## src/rtl/ovsc_pkg.sv

```systemverilog
// shared constants and carrier types for the vbus and switch control block
package ovsc_pkg;
	localparam int OVSC_STAT_W = 8;
	localparam int OVSC_STAT_VBUS_VALID = 1;
	localparam int OVSC_STAT_SESS_VALID = 2;
	localparam int OVSC_STAT_SESS_END = 3;
	localparam logic [OVSC_STAT_W-1:0] OVSC_STAT_RST = 8'h00;
	localparam int OVSC_REG_LVL_W = 2;
	localparam logic [OVSC_REG_LVL_W-1:0] OVSC_REG_LVL_RST = 2'h0;
	localparam int OVSC_CMP_N = 3;
	localparam int OVSC_CMP_VBUS = 0;
	localparam int OVSC_CMP_SESSV = 1;
	localparam int OVSC_CMP_SESSE = 2;
	localparam logic [OVSC_CMP_N-1:0] OVSC_CMP_RST = 3'h0;
	// the external vbus indicator input is strapped high inside the device
	localparam logic OVSC_EXT_IND_LEVEL = 1'h1;
	// pin sync reset state: chip reset asserted and supply absent, switches on
	localparam logic [1:0] OVSC_PIN_RST = 2'h0;
	localparam int OVSC_PIN_RESETN = 0;
	localparam int OVSC_PIN_SUPPLY = 1;

	typedef struct packed {
		logic sessionEndCmp;
		logic sessionValidCmp;
		logic vbusValidCmp;
	} ovsc_cmp_t;

	typedef struct packed {
		logic vbusValidRiseEn;
		logic vbusValidFallEn;
		logic sessValidRiseEn;
		logic sessValidFallEn;
		logic sessEndRiseEn;
		logic sessEndFallEn;
		logic useExtVbusInd;
		logic indPassThru;
		logic indComplement;
		logic vbusDischargeCtl;
		logic vbusChargeCtl;
		logic uartMode;
		logic [OVSC_REG_LVL_W-1:0] uartRegulatorLevel;
		logic dpWeakPullupEn;
		logic dmWeakPullupEn;
		logic leftSpeakerSwitchEn;
		logic rightSpeakerSwitchEn;
		logic microphoneSwitchEn;
	} ovsc_cfg_t;

	localparam ovsc_cfg_t OVSC_CFG_RST = '0;

	typedef struct packed {
		logic dpAudioSwitchOn;
		logic dmAudioSwitchOn;
		logic seRxEnable;
		logic dpWeakPullupOn;
		logic dmWeakPullupOn;
		logic vbusDischargeOn;
		logic vbusChargeOn;
		logic lineStateOutEn;
	} ovsc_drv_t;

	localparam ovsc_drv_t OVSC_DRV_RST = 8'hc0;
endpackage : ovsc_pkg

```

## src/rtl/ovsc_sync.sv

```systemverilog
// two flip-flop synchroniser for asynchronous level inputs
module ovsc_sync #(
	parameter int WIDTH = 1,
	parameter logic [WIDTH-1:0] RST_VAL = '0
) (
	input wire logic clk,
	input wire logic rst,
	input wire logic [WIDTH-1:0] asyncIn,
	output logic [WIDTH-1:0] syncOut
);
	logic [WIDTH-1:0] meta_ff;
	logic [WIDTH-1:0] sync_ff;

	// the first stage feeds only the second stage
	always_ff @(posedge clk or posedge rst) begin
		if (rst) begin
			meta_ff <= RST_VAL;
			sync_ff <= RST_VAL;
		end else begin
			meta_ff <= asyncIn;
			sync_ff <= meta_ff;
		end
	end

	assign syncOut = sync_ff;
endmodule : ovsc_sync

```

## src/rtl/ovsc_vbus_switch_ctl.sv

```systemverilog
// vbus comparator decode, vbus pulsing, uart regulator, pull-ups and audio switches
// Overview of operation
// - vbus-valid forced off when both enables clear
// - external indicator off selects internal comparator
// - indicator decode: pass gives 1, complement 0
// - indicator selection logic disabled after reset
// - discharge bit drives vbus pull-down
// - charge bit drives vbus pull-up
// - uart entry loads uart regulator level
// - no line state on data 0,1 in uart
// - chip reset forces weak pull-ups off
// - audio switches off normally, enables reset cleared
// - no supply or chip reset forces switches on
// - dp follows left, dm right or mic
// - audio switch on disables single-ended receivers
// - session-end off when both enables clear
module ovsc_vbus_switch_ctl
	import ovsc_pkg::*;
(
	input wire logic clk,
	input wire logic rst,
	input wire ovsc_cmp_t cmpRaw,
	input wire logic chipResetN,
	input wire logic coreSupply1v8,
	input wire ovsc_cfg_t cfgIn,
	input wire logic [OVSC_REG_LVL_W-1:0] normalRegulatorLevel,
	output logic [OVSC_STAT_W-1:0] intStatus,
	output logic [OVSC_CMP_N-1:0] cmpRiseEvt,
	output logic [OVSC_CMP_N-1:0] cmpFallEvt,
	output logic rxcmdVbusValid,
	output logic [OVSC_REG_LVL_W-1:0] regulatorLevel,
	output ovsc_drv_t drive
);
	ovsc_cmp_t cmpSync;
	logic [1:0] pinSync;
	ovsc_cfg_t cfg_ff;
	ovsc_cfg_t nxt_cfg;
	logic [OVSC_STAT_W-1:0] status_ff;
	logic [OVSC_STAT_W-1:0] nxt_status;
	logic [OVSC_CMP_N-1:0] seen_ff;
	logic [OVSC_CMP_N-1:0] nxt_seen;
	logic [OVSC_CMP_N-1:0] rise_ff;
	logic [OVSC_CMP_N-1:0] nxt_rise;
	logic [OVSC_CMP_N-1:0] fall_ff;
	logic [OVSC_CMP_N-1:0] nxt_fall;
	logic [OVSC_CMP_N-1:0] riseEn;
	logic [OVSC_CMP_N-1:0] fallEn;
	logic rxVbus_ff;
	logic nxt_rxVbus;
	logic uartPrev_ff;
	logic uartEntry;
	logic [OVSC_REG_LVL_W-1:0] regLvl_ff;
	logic [OVSC_REG_LVL_W-1:0] nxt_regLvl;
	ovsc_drv_t drv_ff;
	ovsc_drv_t nxt_drv;
	logic chipResetNSync;
	logic supplySync;
	logic vbusCmpOn;
	logic sessEndCmpOn;
	logic vbusSeen;
	logic sessEndSeen;
	logic extIndValue;
	logic forceSwitchOn;
	logic dpSwitch;
	logic dmSwitch;

	ovsc_sync #(
		.WIDTH(OVSC_CMP_N),
		.RST_VAL(OVSC_CMP_RST)
	) u_cmpSync (
		.clk(clk),
		.rst(rst),
		.asyncIn(cmpRaw),
		.syncOut(cmpSync)
	);

	// reset state assumes the worst case: chip in reset, no supply
	ovsc_sync #(
		.WIDTH(2),
		.RST_VAL(OVSC_PIN_RST)
	) u_pinSync (
		.clk(clk),
		.rst(rst),
		.asyncIn({coreSupply1v8, chipResetN}),
		.syncOut(pinSync)
	);

	assign chipResetNSync = pinSync[OVSC_PIN_RESETN];
	assign supplySync = pinSync[OVSC_PIN_SUPPLY];

	// configuration follows the register array, cleared while the chip reset pin is low
	assign nxt_cfg = chipResetNSync ? cfgIn : OVSC_CFG_RST;

	always_ff @(posedge clk or posedge rst) begin
		if (rst) begin
			cfg_ff <= OVSC_CFG_RST;
		end else begin
			cfg_ff <= nxt_cfg;
		end
	end

	// comparator enable decode
	assign vbusCmpOn = cfg_ff.vbusValidRiseEn | cfg_ff.vbusValidFallEn;
	assign sessEndCmpOn = cfg_ff.sessEndRiseEn | cfg_ff.sessEndFallEn;
	assign vbusSeen = cmpSync.vbusValidCmp & vbusCmpOn;
	assign sessEndSeen = cmpSync.sessionEndCmp & sessEndCmpOn;

	// session valid is never disabled, only its events are
	assign nxt_seen = {sessEndSeen, cmpSync.sessionValidCmp, vbusSeen};
	assign riseEn = {cfg_ff.sessEndRiseEn, cfg_ff.sessValidRiseEn, cfg_ff.vbusValidRiseEn};
	assign fallEn = {cfg_ff.sessEndFallEn, cfg_ff.sessValidFallEn, cfg_ff.vbusValidFallEn};
	assign nxt_rise = nxt_seen & ~seen_ff & riseEn;
	assign nxt_fall = ~nxt_seen & seen_ff & fallEn;

	assign nxt_status = OVSC_STAT_RST
		| (OVSC_STAT_W'(vbusSeen) << OVSC_STAT_VBUS_VALID)
		| (OVSC_STAT_W'(cmpSync.sessionValidCmp) << OVSC_STAT_SESS_VALID)
		| (OVSC_STAT_W'(sessEndSeen) << OVSC_STAT_SESS_END);

	always_ff @(posedge clk or posedge rst) begin
		if (rst) begin
			status_ff <= OVSC_STAT_RST;
			seen_ff <= OVSC_CMP_RST;
			rise_ff <= OVSC_CMP_RST;
			fall_ff <= OVSC_CMP_RST;
		end else begin
			status_ff <= nxt_status;
			seen_ff <= nxt_seen;
			rise_ff <= nxt_rise;
			fall_ff <= nxt_fall;
		end
	end

	// external indicator decode; complement wins over pass-through
	assign extIndValue = cfg_ff.indComplement ? 1'h0 :
		(cfg_ff.indPassThru ? OVSC_EXT_IND_LEVEL : vbusSeen);
	assign nxt_rxVbus = cfg_ff.useExtVbusInd ? extIndValue : vbusSeen;

	// uart regulator level is captured on entry and held until uart mode ends
	assign uartEntry = cfg_ff.uartMode & ~uartPrev_ff;
	assign nxt_regLvl = uartEntry ? cfg_ff.uartRegulatorLevel :
		(cfg_ff.uartMode ? regLvl_ff : normalRegulatorLevel);

	always_ff @(posedge clk or posedge rst) begin
		if (rst) begin
			rxVbus_ff <= 1'h0;
			uartPrev_ff <= 1'h0;
			regLvl_ff <= OVSC_REG_LVL_RST;
		end else begin
			rxVbus_ff <= nxt_rxVbus;
			uartPrev_ff <= cfg_ff.uartMode;
			regLvl_ff <= nxt_regLvl;
		end
	end

	// pin-level forcing bypasses cfg_ff so the switches close three cycles after the pin
	assign forceSwitchOn = ~supplySync | ~chipResetNSync;
	assign dpSwitch = forceSwitchOn | cfg_ff.leftSpeakerSwitchEn;
	assign dmSwitch = forceSwitchOn | cfg_ff.rightSpeakerSwitchEn
		| cfg_ff.microphoneSwitchEn;

	assign nxt_drv.dpAudioSwitchOn = dpSwitch;
	assign nxt_drv.dmAudioSwitchOn = dmSwitch;
	assign nxt_drv.seRxEnable = ~(dpSwitch | dmSwitch);
	assign nxt_drv.dpWeakPullupOn = chipResetNSync & cfg_ff.dpWeakPullupEn;
	assign nxt_drv.dmWeakPullupOn = chipResetNSync & cfg_ff.dmWeakPullupEn;
	assign nxt_drv.vbusDischargeOn = cfg_ff.vbusDischargeCtl;
	assign nxt_drv.vbusChargeOn = cfg_ff.vbusChargeCtl;
	assign nxt_drv.lineStateOutEn = ~cfg_ff.uartMode;

	always_ff @(posedge clk or posedge rst) begin
		if (rst) begin
			drv_ff <= OVSC_DRV_RST;
		end else begin
			drv_ff <= nxt_drv;
		end
	end

	assign intStatus = status_ff;
	assign cmpRiseEvt = rise_ff;
	assign cmpFallEvt = fall_ff;
	assign rxcmdVbusValid = rxVbus_ff;
	assign regulatorLevel = regLvl_ff;
	assign drive = drv_ff;
endmodule : ovsc_vbus_switch_ctl

```

## config.mk

```make
export PLATFORM = sky130hd
export DESIGN_NAME = ovsc_vbus_switch_ctl
export DESIGN_NICKNAME = d
export VERILOG_FILES = /design/src/rtl/ovsc_pkg.sv /design/src/rtl/ovsc_sync.sv /design/src/rtl/ovsc_vbus_switch_ctl.sv
export SDC_FILE = /design/constraint.sdc
export NUM_CORES = 1
export LEC_CHECK = 0
export BUFFER_PORTS_ARGS = -buffer_cell sky130_fd_sc_hd__buf_2
export CAP_MARGIN = 25
export CORE_ASPECT_RATIO = 0.9
export CORE_UTILIZATION = 30
export CTS_CLUSTER_DIAMETER = 120
export DETAILED_ROUTE_END_ITERATION = 16
export GPL_TIMING_DRIVEN = 0
export MAX_ROUTING_LAYER = met4
export PLACE_DENSITY = 0.58
export SYNTH_ARGS = -nofsm -noshare
export SYNTH_HDL_FRONTEND = slang
export SYNTH_SLANG_ARGS = --single-unit
```

## constraint.sdc

```tcl
create_clock -name clk -period 1.2 [get_ports clk]
set_input_delay 0 -clock clk [delete_from_list [all_inputs] [get_ports clk]]
set_output_delay 0 -clock clk [all_outputs]
set_load 0.05 [all_outputs]
```

==> results of run 1 <==
worst paths after layout:
check / startpoint / to / slack (ps) / cells after the start
max: drive[7]$_DFF_PP1_ / drive[7] / 120 / 1
min: rst / u_cmpSync.meta_ff[0]$_DFF_PP0_ / 210 / 3
max reg2reg: u_pinSync.syncOut[0]$_DFF_PP0_ / cfg_ff[1]$_DFF_PP0_ / 310 / 2
min reg2reg: u_cmpSync.meta_ff[1]$_DFF_PP0_ / u_cmpSync.syncOut[1]$_DFF_PP0_ / 350 / 0
max in group asynchronous: rst / drive[7]$_DFF_PP1_ / 430 / 4
min in group clk: chipResetN / u_pinSync.meta_ff[0]$_DFF_PP0_ / 340 / 2
state kept, by name (all words and copies together) (netlist names):
signal,cells
cfg_ff,19
cmpFallEvt,3
cmpRiseEvt,3
drive,8
intStatus,3
regulatorLevel,2
rxcmdVbusValid,1
u_cmpSync.meta_ff,3
u_cmpSync.syncOut,3
u_pinSync.meta_ff,2
u_pinSync.syncOut,2
uartPrev_ff,1
per-layer routing:
layer / track usage, % / vias to the layer above
li1: - / 487
met4: 5.56 / 0
met1: 11.0 / 468
met3: 4.00 / 3
met2: 20.0 / 40
met5: - / -
cell usage after synthesis, drive strengths merged:
| cell type | instances | area, µm² |
|---|---|---|
| conb | 1 | 3.75 |
| nand3b | 1 | 7.51 |
| a2bb2oi | 1 | 15.0 |
| clkbuf | 1 | 5.00 |
| mux2i | 2 | 20.0 |
| a21oi | 2 | 10.0 |
| dfrtp | 48 | 1200 |
| nand2 | 5 | 18.8 |
| and3b | 1 | 8.76 |
| nand3 | 1 | 5.00 |
| nor3 | 1 | 5.00 |
| buf | 6 | 42.5 |
| inv | 2 | 7.51 |
| o21a | 2 | 15.0 |
| nor2 | 8 | 30.0 |
| dfstp | 2 | 52.6 |
| and2 | 22 | 138 |
cell families after synthesis:
logic type | Yosys count | share of synthesized area (%)
flops | 50 | 79.1
simple gates | 39 | 13.4
buf+inv | 9 | 3.47
compound gates | 5 | 2.53
mux | 2 | 1.26
other cells | 1 | 0.237
layout make-up:
type	count	share of cell area, %
repair buffers	75	22.6
clock buffers	7	3.72
flip-flops and latches	50	54.0
multi-input cells	51	12.5
clock inverters	1	1.29
inverters	2	0.323
well taps	65	3.50
plain buffers	7	2.05
power by group:
| group | total, mW | internal, mW | switching [mW] |
|---|---|---|---|
| logic | 0.412 | 0.164 | 0.248 |
| clock network | 1.18 | 0.679 | 0.499 |
| registers | 1.80 | 1.77 | 0.0358 |
| total | 3.39 | 2.61 | 0.782 |
layout by cell type, fill, tap and decap left out:
master         count
inv_2              1
nor2_1             8
bufinv_16          1
nand3b_1           1
and2_0             1
buf_2             48
nand2_1            5
a2bb2oi_2          1
nor3_1             1
and2_1            21
mux2i_1            2
dlygate4sd3_1     27
buf_12             1
conb_1             5
inv_1              1
dfstp_2            2
clkbuf_1           1
o21a_1             2
nand3_1            1
buf_4              5
dfrtp_1           48
and3b_1            1
clkbuf_8           6
a21oi_1            2
clkbuf_2           1
through the flow:
stage	instance area (µm²)	hold slack, ps	setup slack, ps	total power [mW]
finish	2320	215	123	3.39
CTS	2320	211	107	3.45
global route	2320	249	89.2	3.56
floorplan	1600	31.4	2.14	2.08
global placement	1920	108	-490	2.17
detailed placement	1940	3.36	292	2.19
==> out/results.ini, run 1 <==
[worst_setup_path]
arrival_ps = 1080
cp_top_family = flip-flops
critPathSlowestCell = dfstp_2
crit_chain = buf_2
crit_required_ps = 1200
endpoint_kind = output port
slowest_delay_ps = 530
path_max_fanout = 1
critPathKind = reg -> out
worstSetupStartpointType = flip-flop
cp_num_buf_inv = 1

[route]
wirelength_um = 2710
via_per_inst = 3.87
dr.pass1.iters = 4
wl_met3_um = 221
topRoutingLayerUsed = met4
ant_nets = 0
dr_wl_met2_um = 1400
drc = 0
wl_per_cell_um = 10.5
initialDrtViolationCount = 17
vias = 998
m1WireLength_um = 1050

[sta]
finClkSkew_ps = 4.08
hold_viol = 0
max_freq_mhz = 929
maxSlewViolCount = 0
final.min_clock_period_ps = 1080
setup_viol_count_final = 0
rsz0062_at_grt = false
period_share_pct = 89.7
setup_tns_ps = 0

[grt]
antenna_found_initial = 0
first_global_vias = 1087
overflow = 0
grt_pass1_wl_um = 4530
grt_max_degree = 36
grt.total_usage_pct = 11.4

[clocking]
cts_sinks = 50
cts_buffers = 5
ctsHoldBuffers = 27
clkSlewWorstSetupHoldPaths_ps = 80
cts_resized = 0
clk_latency_ps = 290
cts_setup_buffers = 0
clockRootBuffer = clkbuf_8
htreeDepth = 2
cts_tree = yes
cts_buffer_depth = 2

[synth]
ys_warn_count = 0
synth_cell_type_count = 19
synthesis.instances = 106
synth_area_mm2 = 0.00159
avgSynthCellArea_um2 = 15.0
ys_ff_latch = 50
yosysSeqAreaShare_pct = 79.1

[die]
fp.coreArea_mm2 = 0.00495
die_h_um = 71.0
ios = 53
rows = 24
die_area_mm2 = 0.00558
initial_core_util_pct = 32.0
fp.dieW_um = 78.6

[layout]
multi_input_area_um2 = 292
fin_util_pct = 46.9
nets = 220
area_growth_pct = 46.6
register_area_mm2 = 0.00125
layout-drive-gt1-share_pct = 34.2
fillers = 468
antennaDiodeCount = 0
fin_cells = 258

[place]
place.gp.congestion = 0.637
port_buffers = 47
place_inst = 223
dp_hpwl_um = 1900

[outcome]
status = complete, no violations

[pwr]
p_per_area_mw_per_mm2 = 1460
p_leak_nw = 1.18
ir_worst_vdd_mv = 0.967

[hold_path]
hold_class = in -> async

[flow_run]
maxCapViolCount = 0

(Power assumes the default switching activity.)
==> run 2: changes to the inputs <==
- RECOVER_POWER: not set -> 25
- REMOVE_ABC_BUFFERS: not set -> 1
==> out/results.ini, run 2 (same netlist as run 1, synthesis figures left out) <==
[grt]
antenna_found_initial = 0
grt_pass1_wl_um = 4490
first_global_vias = 1065
grt.total_usage_pct = 11.4
grt_max_degree = 28
overflow = 0

[place]
dp_hpwl_um = 1820
place.gp.congestion = 0.653
port_buffers = 47

[pwr]
pwr-share-seq_pct = 56.5
p_int_mw = 2.40
p_leak_nw = 1.14
p_sw_uw = 811
p_per_area_mw_per_mm2 = 1410
swShare_pct = 25.3
combPwrFrac_pct = 12.2
ir_worst_vdd_mv = 0.543
p_clk_share_pct = 31.4

[worst_setup_path]
path_depth = 1
cp_num_buf_inv = 1
worstSetupStartpointType = flip-flop
slowest_delay_ps = 520
cp_top_family = flip-flops
reg2reg_depth = 2
critPathKind = reg -> out
arrival_ps = 1060
r2r_slack_ps = 210
crit_chain = buf_2
path_max_fanout = 1
crit_required_ps = 1200
startpoint = drive[6]$_DFF_PP1_
critPathSlowestCell = dfstp_2
worstReg2RegEnd = drive[5]$_DFF_PP0_
endpoint_kind = output port
endpoint = drive[6]
rr_startpoint = u_pinSync.syncOut[0]$_DFF_PP0_

[clocking]
cts_sinks = 50
cts_buffers = 5
htreeDepth = 2
clockRootBuffer = clkbuf_8
clk_latency_ps = 300
cts_setup_buffers = 0
clkSlewWorstSetupHoldPaths_ps = 90
cts_tree = yes
cts_buffer_depth = 2

[layout]
fin_util_pct = 45.8
final_cell_mix = 47 x dfrtp_1, 47 x buf_2, 27 x dlygate4sd3_1
antennaDiodeCount = 0
largest_reg_flops = 19
top_register = cfg_ff
fillers = 477
area_growth_pct = 43.0
nets = 213
layout-drive-gt1-share_pct = 32.8

[sta]
rsz0062_at_grt = false
slew_headroom_pct = 64.5
period_share_pct = 88.3
final.min_clock_period_ps = 1060
whs_ps = 285
max_freq_mhz = 944
worstMarginPinSlew_ps = 531
hold_viol = 0
finClkSkew_ps = 6.38
setup_viol_count_final = 0
maxSlewViolCount = 0

[route]
initialDrtViolationCount = 23
dr.pass1.iters = 2
drc = 0
vias = 1000
ant_nets = 0
via_per_inst = 3.98
wirelength_um = 2670
wl_per_cell_um = 10.6

[flow_run]
maxCapViolCount = 0

[die]
initial_core_util_pct = 32.0
die_h_um = 71.0
ios = 53
rows = 24
die_area_mm2 = 0.00558
fp.dieW_um = 78.6
fp.coreArea_mm2 = 0.00495

[hold_path]
hold_class = in -> async

[outcome]
status = complete, no violations

==> run 2: cell count changes in the layout (fill, tap and decap cells not counted), sizes merged <==
cell	before	now
buf	54	48
inv	2	3
clkbuf	8	6
clkinvlp	0	1
bufinv	1	0
==> run 2: repair_timing <==
action                                 4_1_cts  5_1_grt
setup endpoints to repair                    1        0
gates resized for setup                      1        0
endpoints found under the hold margin       47        0
hold buffers                                27        0
==> run 2: area by class of cell <==
class                      instances  area [µm²]  share of cell area, %
timing repair buffer              75         533                   23.5
tap                               65        81.3                   3.59
clock inverter                     2        16.3                  0.717
sequential                        50        1250                   55.4
multi-input combinational         51         292                   12.9
inverter                           2        7.51                  0.331
clock buffer                       6        82.6                   3.64
==> run 2: per-layer routing <==
layer,vias to the layer above,wire length (µm),track usage [%]
met5,-,0,-
met4,0,64,6.17
met3,6,161,4.00
met2,34,1520,21.7
met1,486,916,9.39
li1,474,-,-
==> run 2: worst min path at each step <==
stage / from / end / slack (ps) / depth (start not counted)
after floorplan: cmpRaw[0] / u_cmpSync.meta_ff[0]$_DFF_PP0_ / 30 / 0
after global placement: coreSupply1v8 / u_pinSync.meta_ff[1]$_DFF_PP0_ / 110 / 1
after detailed placement: rst / intStatus[1]$_DFF_PP0_ / 70 / 2
after CTS: rst / intStatus[1]$_DFF_PP0_ / 290 / 3
after global routing: rst / rxcmdVbusValid$_DFF_PP0_ / 330 / 3
final: rst / rxcmdVbusValid$_DFF_PP0_ / 280 / 3
==> run 2: through the flow <==
step | TNS (ps) | std cells | setup slack [ps] | instance area (µm²) | total power, mW
after floorplan | 0 | 103 | 2.14 | 1550 | 2.06
after global placement | -21590 | 215 | -448 | 1870 | 2.15
after detailed placement | -6.18 | 216 | -6.18 | 1900 | 2.17
after CTS | 0 | 251 | 126 | 2270 | 3.26
after global routing | 0 | 251 | 69.3 | 2270 | 3.36
final | 0 | 251 | 141 | 2270 | 3.21
==> run 2: power groups by stage <==
stage	registers, mW	clock network (mW)	logic [mW]
floorplan	1.95	0	0.107
global placement	1.84	0	0.308
detailed placement	1.85	0	0.328
CTS	1.81	1.05	0.396
global route	1.82	1.12	0.421
finish	1.81	1.01	0.391
